### config.mk
export PLATFORM = sky130hd
export DESIGN_NAME = cpktr_regs
export DESIGN_NICKNAME = d
export VERILOG_FILES = /design/src/hw/cpktr_placeholder_none.sv /design/src/hw/cpktr_pkg.sv /design/src/hw/cpktr_regs.sv /design/src/hw/cpktr_track.sv
export VERILOG_INCLUDE_DIRS = /design/src /design/src/hw
export SDC_FILE = /design/constraint.sdc
export NUM_CORES = 1
export LEC_CHECK = 0
export BUFFER_PORTS_ARGS = -buffer_cell sky130_fd_sc_hd__buf_4
export CORE_ASPECT_RATIO = 1.2
export CORE_MARGIN = 2
export CORE_UTILIZATION = 60
export DETAILED_ROUTE_END_ITERATION = 7
export PLACE_DENSITY = 0.86
export SETUP_SLACK_MARGIN = 0.3
export SLEW_MARGIN = 20
export SYNTH_ARGS = -nofsm -noshare
export SYNTH_HDL_FRONTEND = slang
export SYNTH_SLANG_ARGS = --single-unit
### constraint.sdc
create_clock -name CLK -period 5.9 [get_ports CLK]
set_input_delay 0.295 -clock CLK [delete_from_list [all_inputs] [get_ports CLK]]
set_output_delay 0.295 -clock CLK [all_outputs]
set_load 0.02 [all_outputs]
### src/hw/cpktr_defs.svh
// constants for the channel peak tracking register bank
`ifndef CPKTR_DEFS_SVH
`define CPKTR_DEFS_SVH

// =====================================================================
// register indices, byte address is four times the index
`define CPKTR_IDX_HI6_LOW   8'h6C
`define CPKTR_IDX_HI6_HIGH  8'h6D
`define CPKTR_IDX_HI7_LOW   8'h6E
`define CPKTR_IDX_HI7_HIGH  8'h6F
`define CPKTR_IDX_LO0_LOW   8'h80
`define CPKTR_IDX_LO0_HIGH  8'h81
`define CPKTR_IDX_LO1_LOW   8'h82

// =====================================================================
// byte address layout
`define CPKTR_IDX_SHIFT     2
`define CPKTR_IDX_W         8
`define CPKTR_LANE_BITS     2'h0

// =====================================================================
// reset and restart values
`define CPKTR_MAX_RST       8'h00
`define CPKTR_MIN_RST       8'hFF

// =====================================================================
// tracked channels
`define CPKTR_CH_HI6        3'h6
`define CPKTR_CH_HI7        3'h7
`define CPKTR_CH_LO0        3'h0
`define CPKTR_CH_LO1        3'h1

// =====================================================================
// data widths
`define CPKTR_BYTE_W        8
`define CPKTR_VAL_W         16
`define CPKTR_DATA_W        32

`endif

### src/hw/cpktr_placeholder_none.sv
// intentionally empty compile unit
`timescale 1ns/1ps

### src/hw/cpktr_pkg.sv
// types for the channel peak tracking register bank
package cpktr_pkg;

  // =====================================================================
  // bus slave states
  typedef enum logic [2:0]
  {
    CPKTR_IDLE = 3'b001,
    CPKTR_RESP = 3'b010,
    CPKTR_ERR  = 3'b100
  } cpktr_state_t;

  // =====================================================================
  // register selection
  typedef enum logic [2:0]
  {
    CPKTR_SEL_NONE    = 3'h0,
    CPKTR_SEL_HI6_LOW = 3'h1,
    CPKTR_SEL_HI6_HIGH= 3'h2,
    CPKTR_SEL_HI7_LOW = 3'h3,
    CPKTR_SEL_HI7_HIGH= 3'h4,
    CPKTR_SEL_LO0_LOW = 3'h5,
    CPKTR_SEL_LO0_HIGH= 3'h6,
    CPKTR_SEL_LO1_LOW = 3'h7
  } cpktr_sel_t;

endpackage

### src/hw/cpktr_regs.sv
// channel peak tracking register bank with apb slave
// Functional notes
// each maximum register holds the highest code seen since its last read
// reading a maximum register returns it, then clears it to zero
// each minimum register holds the lowest code seen since its last read
// reading a minimum register returns it, then sets it to 0xFF
// maximum bytes reset to zero; eight bits wide, read only
// minimum bytes reset to 0xFF; eight bits wide, read only
// channel 6 and 7 maxima sit at 0x6C/0x6D and 0x6E/0x6F
// channel 0 minimum at 0x80/0x81, channel 1 low byte at 0x82
// each finished conversion on channel 0, 1, 6 or 7 updates that channel's extreme pair when exceeded
`timescale 1ns/1ps

`include "cpktr_defs.svh"

module cpktr_regs
  import cpktr_pkg::*;
#(
  parameter int ADDR_W = 12,
  parameter int CODE_W = 12
)
(
  // clock and reset
  input  wire logic              CLK,
  input  wire logic              RESETN,
  // apb slave
  input  wire logic              PSEL,
  input  wire logic              PENABLE,
  input  wire logic              PWRITE,
  input  wire logic [ADDR_W-1:0] PADDR,
  input  wire logic [31:0]       PWDATA,
  output logic                   PREADY,
  output logic      [31:0]       PRDATA,
  output logic                   PSLVERR,
  // finished conversions
  input  wire logic              CONV_VALID,
  input  wire logic [2:0]        CONV_CHANNEL,
  input  wire logic [CODE_W-1:0] CONV_CODE
);

  // =====================================================================
  // parameter checks
  if (ADDR_W < (`CPKTR_IDX_W + `CPKTR_IDX_SHIFT))
  begin : g_bad_addr
    $error("address bus too narrow for the register map");
  end

  if ((CODE_W < 1) || (CODE_W > `CPKTR_VAL_W))
  begin : g_bad_code
    $error("conversion code wider than the byte pair");
  end

  // =====================================================================
  // functions
  function automatic logic [`CPKTR_VAL_W-1:0] to_value(input logic [CODE_W-1:0] code);
    logic [`CPKTR_VAL_W-1:0] wide;
    wide = `CPKTR_VAL_W'(code);
    to_value = wide << (`CPKTR_VAL_W - CODE_W);
  endfunction

  function automatic logic [ADDR_W-1:0] byte_addr(input logic [`CPKTR_IDX_W-1:0] idx);
    byte_addr = ADDR_W'(idx) << `CPKTR_IDX_SHIFT;
  endfunction

  function automatic cpktr_sel_t decode(input logic [ADDR_W-1:0] addr);
    decode = CPKTR_SEL_NONE;
    // maxima of channels 6 and 7
    if (addr == byte_addr(`CPKTR_IDX_HI6_LOW))
      decode = CPKTR_SEL_HI6_LOW;
    else if (addr == byte_addr(`CPKTR_IDX_HI6_HIGH))
      decode = CPKTR_SEL_HI6_HIGH;
    else if (addr == byte_addr(`CPKTR_IDX_HI7_LOW))
      decode = CPKTR_SEL_HI7_LOW;
    else if (addr == byte_addr(`CPKTR_IDX_HI7_HIGH))
      decode = CPKTR_SEL_HI7_HIGH;
    // minima of channels 0 and 1
    else if (addr == byte_addr(`CPKTR_IDX_LO0_LOW))
      decode = CPKTR_SEL_LO0_LOW;
    else if (addr == byte_addr(`CPKTR_IDX_LO0_HIGH))
      decode = CPKTR_SEL_LO0_HIGH;
    else if (addr == byte_addr(`CPKTR_IDX_LO1_LOW))
      decode = CPKTR_SEL_LO1_LOW;
  endfunction

  function automatic logic for_channel(input logic valid, input logic [2:0] ch, input logic [2:0] want);
    for_channel = valid && (ch == want);
  endfunction

  // =====================================================================
  // signals
  cpktr_state_t            state;
  cpktr_state_t            next_state;
  cpktr_sel_t              sel;
  logic                    access;
  logic                    rd_take;
  logic                    bad_take;
  logic                    sample_valid;
  logic [2:0]              sample_channel;
  logic [`CPKTR_VAL_W-1:0] sample_value;
  logic [7:0]              hi6_low;
  logic [7:0]              hi6_high;
  logic [7:0]              hi7_low;
  logic [7:0]              hi7_high;
  logic [7:0]              lo0_low;
  logic [7:0]              lo0_high;
  logic [7:0]              lo1_low;
  logic [7:0]              lo1_high_hidden;
  logic [7:0]              next_rdata;

  // =====================================================================
  // conversion capture
  always_ff @(posedge CLK or negedge RESETN)
  begin
    if (!RESETN)
    begin
      sample_valid   <= 1'b0;
      sample_channel <= 3'h0;
      sample_value   <= `CPKTR_VAL_W'(0);
    end
    else
    begin
      sample_valid   <= CONV_VALID;
      sample_channel <= CONV_CHANNEL;
      sample_value   <= to_value(CONV_CODE);
    end
  end

  // =====================================================================
  // access decode
  assign sel      = decode(PADDR);
  assign access   = PSEL && PENABLE && (state == CPKTR_IDLE);
  assign rd_take  = access && !PWRITE && (sel != CPKTR_SEL_NONE);
  assign bad_take = access && (PWRITE || (sel == CPKTR_SEL_NONE));

  // =====================================================================
  // trackers
  // channel 6 maximum
  cpktr_track #(.IS_MIN(1'b0), .VAL_W(`CPKTR_VAL_W)) u_hi6
  (
    .clk          (CLK),
    .resetn       (RESETN),
    .sample_valid (for_channel(sample_valid, sample_channel, `CPKTR_CH_HI6)),
    .sample_value (sample_value),
    .clear_low    (rd_take && (sel == CPKTR_SEL_HI6_LOW)),
    .clear_high   (rd_take && (sel == CPKTR_SEL_HI6_HIGH)),
    .low_byte     (hi6_low),
    .high_byte    (hi6_high)
  );

  // channel 7 maximum
  cpktr_track #(.IS_MIN(1'b0), .VAL_W(`CPKTR_VAL_W)) u_hi7
  (
    .clk          (CLK),
    .resetn       (RESETN),
    .sample_valid (for_channel(sample_valid, sample_channel, `CPKTR_CH_HI7)),
    .sample_value (sample_value),
    .clear_low    (rd_take && (sel == CPKTR_SEL_HI7_LOW)),
    .clear_high   (rd_take && (sel == CPKTR_SEL_HI7_HIGH)),
    .low_byte     (hi7_low),
    .high_byte    (hi7_high)
  );

  // channel 0 minimum
  cpktr_track #(.IS_MIN(1'b1), .VAL_W(`CPKTR_VAL_W)) u_lo0
  (
    .clk          (CLK),
    .resetn       (RESETN),
    .sample_valid (for_channel(sample_valid, sample_channel, `CPKTR_CH_LO0)),
    .sample_value (sample_value),
    .clear_low    (rd_take && (sel == CPKTR_SEL_LO0_LOW)),
    .clear_high   (rd_take && (sel == CPKTR_SEL_LO0_HIGH)),
    .low_byte     (lo0_low),
    .high_byte    (lo0_high)
  );

  // channel 1 minimum, high byte kept for comparison
  cpktr_track #(.IS_MIN(1'b1), .VAL_W(`CPKTR_VAL_W)) u_lo1
  (
    .clk          (CLK),
    .resetn       (RESETN),
    .sample_valid (for_channel(sample_valid, sample_channel, `CPKTR_CH_LO1)),
    .sample_value (sample_value),
    .clear_low    (rd_take && (sel == CPKTR_SEL_LO1_LOW)),
    .clear_high   (rd_take && (sel == CPKTR_SEL_LO1_LOW)),
    .low_byte     (lo1_low),
    .high_byte    (lo1_high_hidden)
  );

  // =====================================================================
  // read multiplexer
  always_comb
  begin
    next_rdata = 8'h00;
    unique case (sel)
      CPKTR_SEL_NONE:
        next_rdata = 8'h00;
      CPKTR_SEL_HI6_LOW:
        next_rdata = hi6_low;
      CPKTR_SEL_HI6_HIGH:
        next_rdata = hi6_high;
      CPKTR_SEL_HI7_LOW:
        next_rdata = hi7_low;
      CPKTR_SEL_HI7_HIGH:
        next_rdata = hi7_high;
      CPKTR_SEL_LO0_LOW:
        next_rdata = lo0_low;
      CPKTR_SEL_LO0_HIGH:
        next_rdata = lo0_high;
      CPKTR_SEL_LO1_LOW:
        next_rdata = lo1_low;
    endcase
  end

  // =====================================================================
  // slave state machine
  always_comb
  begin
    next_state = state;
    unique case (state)
      CPKTR_IDLE:
      begin
        if (rd_take)
          next_state = CPKTR_RESP;
        else if (bad_take)
          next_state = CPKTR_ERR;
      end
      CPKTR_RESP:
        next_state = CPKTR_IDLE;
      CPKTR_ERR:
        next_state = CPKTR_IDLE;
      default:
        next_state = CPKTR_IDLE;
    endcase
  end

  always_ff @(posedge CLK or negedge RESETN)
  begin
    if (!RESETN)
      state <= CPKTR_IDLE;
    else
      state <= next_state;
  end

  // =====================================================================
  // bus outputs
  always_ff @(posedge CLK or negedge RESETN)
  begin
    if (!RESETN)
      PREADY <= 1'b0;
    else
      PREADY <= rd_take || bad_take;
  end

  always_ff @(posedge CLK or negedge RESETN)
  begin
    if (!RESETN)
      PSLVERR <= 1'b0;
    else
      PSLVERR <= bad_take;
  end

  // bytes sit low, upper bits zero
  always_ff @(posedge CLK or negedge RESETN)
  begin
    if (!RESETN)
      PRDATA <= `CPKTR_DATA_W'(0);
    else if (rd_take)
      PRDATA <= `CPKTR_DATA_W'(next_rdata);
    else if (bad_take)
      PRDATA <= `CPKTR_DATA_W'(0);
  end

endmodule

### src/hw/cpktr_track.sv
// one extreme tracker holding a low and a high byte
`timescale 1ns/1ps

`include "cpktr_defs.svh"

module cpktr_track
  import cpktr_pkg::*;
#(
  parameter bit IS_MIN = 1'b0,
  parameter int VAL_W  = 16
)
(
  // clock and reset
  input  wire logic             clk,
  input  wire logic             resetn,
  // new sample for this channel
  input  wire logic             sample_valid,
  input  wire logic [VAL_W-1:0] sample_value,
  // read restarts
  input  wire logic             clear_low,
  input  wire logic             clear_high,
  // stored bytes
  output logic      [7:0]       low_byte,
  output logic      [7:0]       high_byte
);

  localparam logic [7:0] RST_VAL = IS_MIN ? `CPKTR_MIN_RST : `CPKTR_MAX_RST;

  // =====================================================================
  // parameter check
  if (VAL_W != `CPKTR_VAL_W)
  begin : g_bad_width
    $error("tracker value width must be two bytes");
  end

  // =====================================================================
  // comparison
  function automatic logic beyond(input logic [VAL_W-1:0] value, input logic [VAL_W-1:0] stored);
    beyond = IS_MIN ? (value < stored) : (value > stored);
  endfunction

  logic take;

  // compare new code
  assign take = sample_valid && beyond(sample_value, {high_byte, low_byte});

  // =====================================================================
  // low byte
  always_ff @(posedge clk or negedge resetn)
  begin
    // reset value
    if (!resetn)
      low_byte <= RST_VAL;
    // new extreme wins
    else if (take)
      low_byte <= sample_value[7:0];
    // read restarts
    else if (clear_low)
      low_byte <= RST_VAL;
  end

  // =====================================================================
  // high byte
  always_ff @(posedge clk or negedge resetn)
  begin
    // reset value
    if (!resetn)
      high_byte <= RST_VAL;
    // new extreme wins
    else if (take)
      high_byte <= sample_value[VAL_W-1:`CPKTR_BYTE_W];
    // read restarts
    else if (clear_high)
      high_byte <= RST_VAL;
  end

endmodule

==> results.toml, run 1 <==
[synthesis]
ys.flop_type = "dfrtp_1"
synth_edf_count = 0
yosys.area_share.simple_pct = 16.97
synth_compound_area_share_pct = 10.05
yosys.area_share.xor_xnor_pct = 0
synth_async_sr_flop_share_pct = 100.0
synthTopCellsByCount = "inv_1, dfrtp_1, ha_1, nand2_1, mux2i_1"
ys.warnings.count = 0
synth.distinct_cells = 52
avgSynthCellArea_um2 = 9.613
synth_top_cell_by_area = "dfrtp_1"
synthCells = 517
synth_top_area_share_pct = 26.18
synth_area_um2 = 4970
synth_top_family_by_area = "simple AND/OR/NAND/NOR gates"
muxShareOfSynthArea_pct = 10.47
synth.most_common_cell = "inv_1"
synth_seq_cells = 79
yosysSeqAreaShare_pct = 40.46
synth_adder_area_share_pct = 12.08
ys_top_cells_by_area = "dfrtp_1, dfstp_2, ha_1, mux2i_1, inv_1"

[placed_design]
gp_congestion = 0.9787
placed_cells = 643
port_buffers = 42
dp_hpwl_um = 8782
post-place-ws_ns = 3.175

[worst_setup_path]
critPathCaptureType = "flip-flop"
worstPathMaxFanout = 8
critPathRequiredTime_ns = 6.19
path_class = "reg2reg"
crit_path_start_kind = "flip-flop"
crit_arrival_ns = 3.09
r2r_slack_ns = 3.11

[timing]
finalSetupTns_ns = 0
max_slew_margin_pct = 35.54
rsz0062_at_grt = "no"
setup_viol_count_final = 0
max_freq_mhz = 357.9
finClkSkew_ns = 0.01283
whs_ns = 0.02537
worstMarginPinSlew_ns = 0.9669
finalMaxSlewViolations = 0
post-route-period-util_pct = 47.36
hold_violations = 0
fin_crit_ns = 2.794
worst_slack_ns = 3.106

[finish]
stdcell_count = 659
fillCellCount = 622
num_antenna_cells = 0
final_nets = 672
drive_gt1_share_pct = 19.86
area_growth_pct = 10.42

[clock_network]
cts_root_buf = "clkbuf_8"
path_clk_slew_ns = 0.08
post_cts_resized = 0
cts_inserted_buffers = 9
cts_num_sinks = 79
cts_setup_buffers = 0
cts_tree = "yes"
htreeDepth = 3
clock_latency_ns = 0.37
ctsHoldBuffers = 0
cts_buffer_depth = 2

[global_routing]
grt_antenna_before_repair = 0
grt_first_pass_wirelength_um = 18750
grt_max_degree = 80
grtUsageTotal_pct = 26.78
grt_pass1_vias = 4007
grt_remaining_overflow = 0

[power_and_ir_drop]
sw_frac_of_total_pct = 30.33
pwr-share-seq_pct = 47.2
p_leak_nw = 3.116
p_switching_mw = 0.4881
vdd_ir_drop_max_v = 0.0001480
internal-power_mw = 1.121
pwr-share-clk_pct = 27.6
p_per_area_nw_per_um2 = 293.3
comb_power_share_pct = 25.2
power_mw = 1.609

[floorplan]
die-area_um2 = 9030
std_cell_rows = 36
num_io_pins = 99
die_w_um = 87.08
fp.dieH_um = 103.7
start_util_pct = 61.64
core_area_um2 = 8063

[run_status]
status = "finished clean"

[min_path]
hp-class = "in2reg"

[routing]
avgViaCountPerCell = 6.050
wl_um = 11410
antenna_left = 0
wire_per_inst_um = 17.32
drc = 0
dr.first_iter.drc_count = 272
dr.pass1.iters = 5
vias = 3987

[run]
timing.max_cap.violations = 0
## final cells by class
class,instances,area (um2),area share (%)
well taps,95,118.9,2.166
flip-flops and latches,79,2011,36.64
inverters,63,236.5,4.309
multi-input cells,360,2561,46.67
repair buffers,46,345.3,6.293
clock buffers,12,145.1,2.645
clock inverters,4,70.07,1.277
## per-stage QoR
| stage | instance area [um2] | utilization [%] |
|---|---|---|
| after global placement | 5273 | 65.39 |
| after CTS | 5488 | 68.06 |
| after global routing | 5488 | 68.06 |
| final | 5488 | 68.06 |
| after floorplan | 5056 | - |
| after detailed placement | 5273 | 65.39 |
## critical path, cell delays in order (launching register included)
cell and delay, ns:
dfstp_2 0.56, inv_1 0.04, ha_1 0.28, a21o_1 0.16
a21o_1 0.17, a2111oi_0 0.50, o211ai_1 0.41, buf_4 0.32
mux2_2 0.28
## metal layers
metal	track usage [%]	vias to the layer above	part of all wire (%)
li1	-	1843	-
met1	33.77	1912	41
met2	42.15	192	48
met3	5.259	40	6.9
met4	15.40	0	4.2
met5	0	-	0
## registers in the layout, indices dropped and copies added (netlist names)
| signal | flops |
|---|---|
| sample_value | 12 |
| PRDATA | 8 |
| u_hi6.high_byte | 8 |
| u_hi7.high_byte | 8 |
| u_lo0.high_byte | 8 |
| u_lo1.high_byte | 8 |
| u_lo0.low_byte | 5 |
| u_lo1.low_byte | 5 |
| u_hi6.low_byte | 4 |
| u_hi7.low_byte | 4 |
| sample_channel | 3 |
| state | 3 |
| PREADY | 1 |
| PSLVERR | 1 |
| sample_valid | 1 |
## worst paths after layout
check | startpoint | end | depth (start not counted)
max | u_lo0.high_byte[5]$_DFFE_PN1P_ | u_lo0.high_byte[4]$_DFFE_PN1P_ | 8
min reg2reg | PRDATA[3]$_DFFE_PN0P_ | PRDATA[3]$_DFFE_PN0P_ | 2
min in group asynchronous | RESETN | sample_value[11]$_DFF_PN0_ | 1
max reg2reg | u_lo0.high_byte[5]$_DFFE_PN1P_ | u_lo0.high_byte[4]$_DFFE_PN1P_ | 8
max in group asynchronous | RESETN | PREADY$_DFF_PN0_ | 1
min | CONV_CODE[4] | sample_value[8]$_DFF_PN0_ | 1
## power by group through the flow
| stage | Sequential (mW) | Combinational, mW | Clock (mW) |
|---|---|---|---|
| after global placement | 0.762 | 0.378 | 0 |
| after floorplan | 0.739 | 0.309 | 0 |
| final | 0.760 | 0.405 | 0.444 |
| after global routing | 0.771 | 0.462 | 0.475 |
| after detailed placement | 0.767 | 0.405 | 0 |
| after CTS | 0.758 | 0.407 | 0.453 |
## placed cells by master, fill, tap and decap left out, types with 15 or more instances in the layout
| master | Yosys | final |
|---|---|---|
| dfstp_2 | 27 | 27 |
| dfrtp_1 | 52 | 52 |
| nand3_1 | 15 | 15 |
| nor3_1 | 26 | 26 |
| inv_1 | 63 | 63 |
| nor2_1 | 31 | 31 |
| nand4_1 | 15 | 15 |
| buf_4 | 25 | 46 |
| nand2_1 | 44 | 44 |
| a21oi_1 | 20 | 20 |
| ha_1 | 48 | 48 |
| conb_1 | 1 | 24 |
| mux2i_1 | 43 | 43 |
## kinds of logic (layout without fill, tap and decap cells)
group	Yosys count	after routing
compound gates	72	72
flops	79	79
simple gates	165	165
buf+inv	101	125
other cells	1	24
mux	51	51
fa+ha+maj	48	48
(Power assumes the default switching activity.)
==> run 2: changes to the inputs <==
--- a/config.mk
+++ b/config.mk
@@ -9,9 +9,9 @@
 export BUFFER_PORTS_ARGS = -buffer_cell sky130_fd_sc_hd__buf_4
 export CORE_ASPECT_RATIO = 1.2
 export CORE_MARGIN = 2
-export CORE_UTILIZATION = 60
+export CORE_UTILIZATION = 56
 export DETAILED_ROUTE_END_ITERATION = 7
-export PLACE_DENSITY = 0.86
+export PLACE_DENSITY = 0.81
 export SETUP_SLACK_MARGIN = 0.3
 export SLEW_MARGIN = 20
 export SYNTH_ARGS = -nofsm -noshare
==> constraint.sdc (replaced) <==
create_clock -name CLK -period 2.8 [get_ports CLK]
set_input_delay 0.14 -clock CLK [delete_from_list [all_inputs] [get_ports CLK]]
set_output_delay 0.14 -clock CLK [all_outputs]
set_load 0.02 [all_outputs]
==> run 2 against run 1 <==
Effect of this change:
- hold slack better by 0.067 ns
- global-route usage is 1.5 points lower
- critical path type unchanged
- power is 110% higher
- die area is 6.8% higher
- core utilization is 1.3 points lower
- sequential power is 110% higher
- combinational power is 120% higher
- fmax is 19% higher
- critical path depth stayed put
- largest power group unchanged
==> results.toml, run 2 (synthesis gave the netlist of run 1 again) <==
[run_status]
status = "finished clean"

[worst_setup_path]
path_class = "reg2reg"
critPathCaptureType = "flip-flop"
cp_slowest_cell = "dfstp_2"
crit_arrival_ns = 2.64
critPathBufInv = 2
slowest_delay_ns = 0.55
reg2regPathDepth = 8
r2r_slack_ns = 0.45
crit_path_start_kind = "flip-flop"
critPathRequiredTime_ns = 3.09
cpLargestDelayFamily = "compound AO/OA/AOI/OAI gates"
worstPathMaxFanout = 8
timing.critical_path.cells = "inv_1, ha_1, a21o_1, a21o_1, a2111oi_0, o211ai_1, buf_4, mux2_2"
crit_top_cell = "a21o_1"
r2r_end = "u_lo0.high_byte[2]$_DFFE_PN1P_"
r2r-start = "u_lo0.high_byte[5]$_DFFE_PN1P_"

[min_path]
hold_path_depth = 3
min_from = "PWRITE"
hold-path-endpoint = "PSLVERR$_DFF_PN0_"
hp-class = "in2reg"

[global_routing]
met2_usage_pct = 43.94
grt_remaining_overflow = 0
grt_pass1_vias = 4072
grtUsageTotal_pct = 25.26
grt_use_met1_pct = 29.96
grt_max_degree = 80
grt_first_pass_wirelength_um = 18940
grt_antenna_before_repair = 0
met3_usage_pct = 4.638
busiest_layer = "met2"

[clock_network]
cts_inserted_buffers = 9
cts_root_buf = "clkbuf_8"
cts_num_sinks = 79
post_cts_resized = 0
cts_buffer_depth = 2
clock_latency_ns = 0.37
htreeDepth = 3
ctsHoldBuffers = 17
cts_tree = "yes"
path_clk_slew_ns = 0.08
cts_setup_buffers = 0

[finish]
drive_gt1_share_pct = 20.37
area_growth_pct = 15.61
largest_register_ffs = 12
final_nets = 697
final_common_cell = "inv_1"
regMostFlops = "sample_value"
finalInstanceArea_um2 = 5746
num_antenna_cells = 0
layout.cells.most_common_list = "inv_1, buf_4, dfrtp_1, ha_1, nand2_1"

[power_and_ir_drop]
pwr-share-seq_pct = 46.9
p_switching_mw = 1.042
vdd_ir_drop_max_v = 0.0003396
pwr-share-clk_pct = 27.3
comb_power_share_pct = 25.8
internal-power_mw = 2.383
p_leak_nw = 3.225
sw_frac_of_total_pct = 30.42
power_mw = 3.426
p_per_area_nw_per_um2 = 596.2

[floorplan]
num_io_pins = 99
core_area_um2 = 8611
std_cell_rows = 37
fp.dieH_um = 107.2
start_util_pct = 57.72
die-area_um2 = 9647
die_w_um = 90.00

[timing]
max_slew_margin_pct = 34.90
rsz0062_at_grt = "no"
fin_crit_ns = 2.353
finalSetupTns_ns = 0
finalMaxSlewViolations = 0
worstMarginPinSlew_ns = 0.9766
max_freq_mhz = 424.9
setup_viol_count_final = 0
post-route-period-util_pct = 84.05
hold_violations = 0
finClkSkew_ns = 0.01452
whs_ns = 0.09260

[placed_design]
port_buffers = 42
dp_hpwl_um = 8965
gp_congestion = 0.9950
dpl_cell_area_um2 = 5360

[routing]
antenna_left = 0
wire_per_inst_um = 16.59
vias = 4033
wl_um = 11710
drc = 0
dr.first_iter.drc_count = 303
avgViaCountPerCell = 5.712
dr.pass1.iters = 4

[run]
timing.max_cap.violations = 0
==> run 2: cell count changes in the layout (fill, tap and decap cells not counted) <==
cell,before,now
dlygate4sd3_1,0,17
buf_4,46,54
==> run 2: layout make-up <==
type / instances / area, um2
clock buffer: 12 / 145.1
clock inverter: 4 / 70.07
fill: 688 / 2865
inverter: 63 / 236.5
multi-input combinational: 360 / 2561
sequential: 79 / 2011
tap: 117 / 146.4
timing repair buffer: 71 / 575.6
==> run 2: power groups by stage <==
stage | Sequential [mW] | Clock [mW] | Combinational [mW]
final | 1.61 | 0.934 | 0.885
after floorplan | 1.56 | 0 | 0.652
after global routing | 1.63 | 0.999 | 1.01
after global placement | 1.61 | 0 | 0.798
after detailed placement | 1.62 | 0 | 0.863
after CTS | 1.60 | 0.946 | 0.889
==> run 2: how the worst max path moves through the flow <==
stage / start / slack [ns] / cells past startpoint / end
after floorplan: u_lo0.high_byte[5]$_DFFE_PN1P_ / 0.50 / 8 / u_lo0.high_byte[3]$_DFFE_PN1P_
after global placement: PADDR[11] / 0.49 / 7 / PRDATA[3]$_DFFE_PN0P_
after detailed placement: u_lo0.high_byte[5]$_DFFE_PN1P_ / 0.45 / 8 / u_lo0.high_byte[1]$_DFFE_PN1P_
after CTS: u_lo0.high_byte[5]$_DFFE_PN1P_ / 0.44 / 8 / u_lo0.high_byte[1]$_DFFE_PN1P_
after global routing: u_lo0.high_byte[5]$_DFFE_PN1P_ / 0.32 / 8 / u_lo0.high_byte[2]$_DFFE_PN1P_
final: u_lo0.high_byte[5]$_DFFE_PN1P_ / 0.45 / 8 / u_lo0.high_byte[2]$_DFFE_PN1P_
==> run 2: worst min-delay path, cell delays in order <==
cell and delay (ns):
buf_4 0.09, nor2_1 0.05, a21oi_1 0.14
==> run 2: per-stage QoR <==
stage | utilization, % | setup slack, ns | instances
after floorplan | - | 0.5030 | 540
after CTS | 66.72 | 0.4384 | 706
after global placement | 62.25 | 0.4861 | 673
after detailed placement | 62.25 | 0.4489 | 673
final | 66.72 | 0.4466 | 706
after global routing | 66.72 | 0.3162 | 706
==> run 2: metal layers <==
metal | up-vias | wire [um] | part of all wire [%]
met5 | - | 0 | 0
met4 | 0 | 463 | 4.0
met3 | 37 | 685 | 5.8
met2 | 168 | 5819 | 50
met1 | 1943 | 4744 | 41
li1 | 1885 | - | -
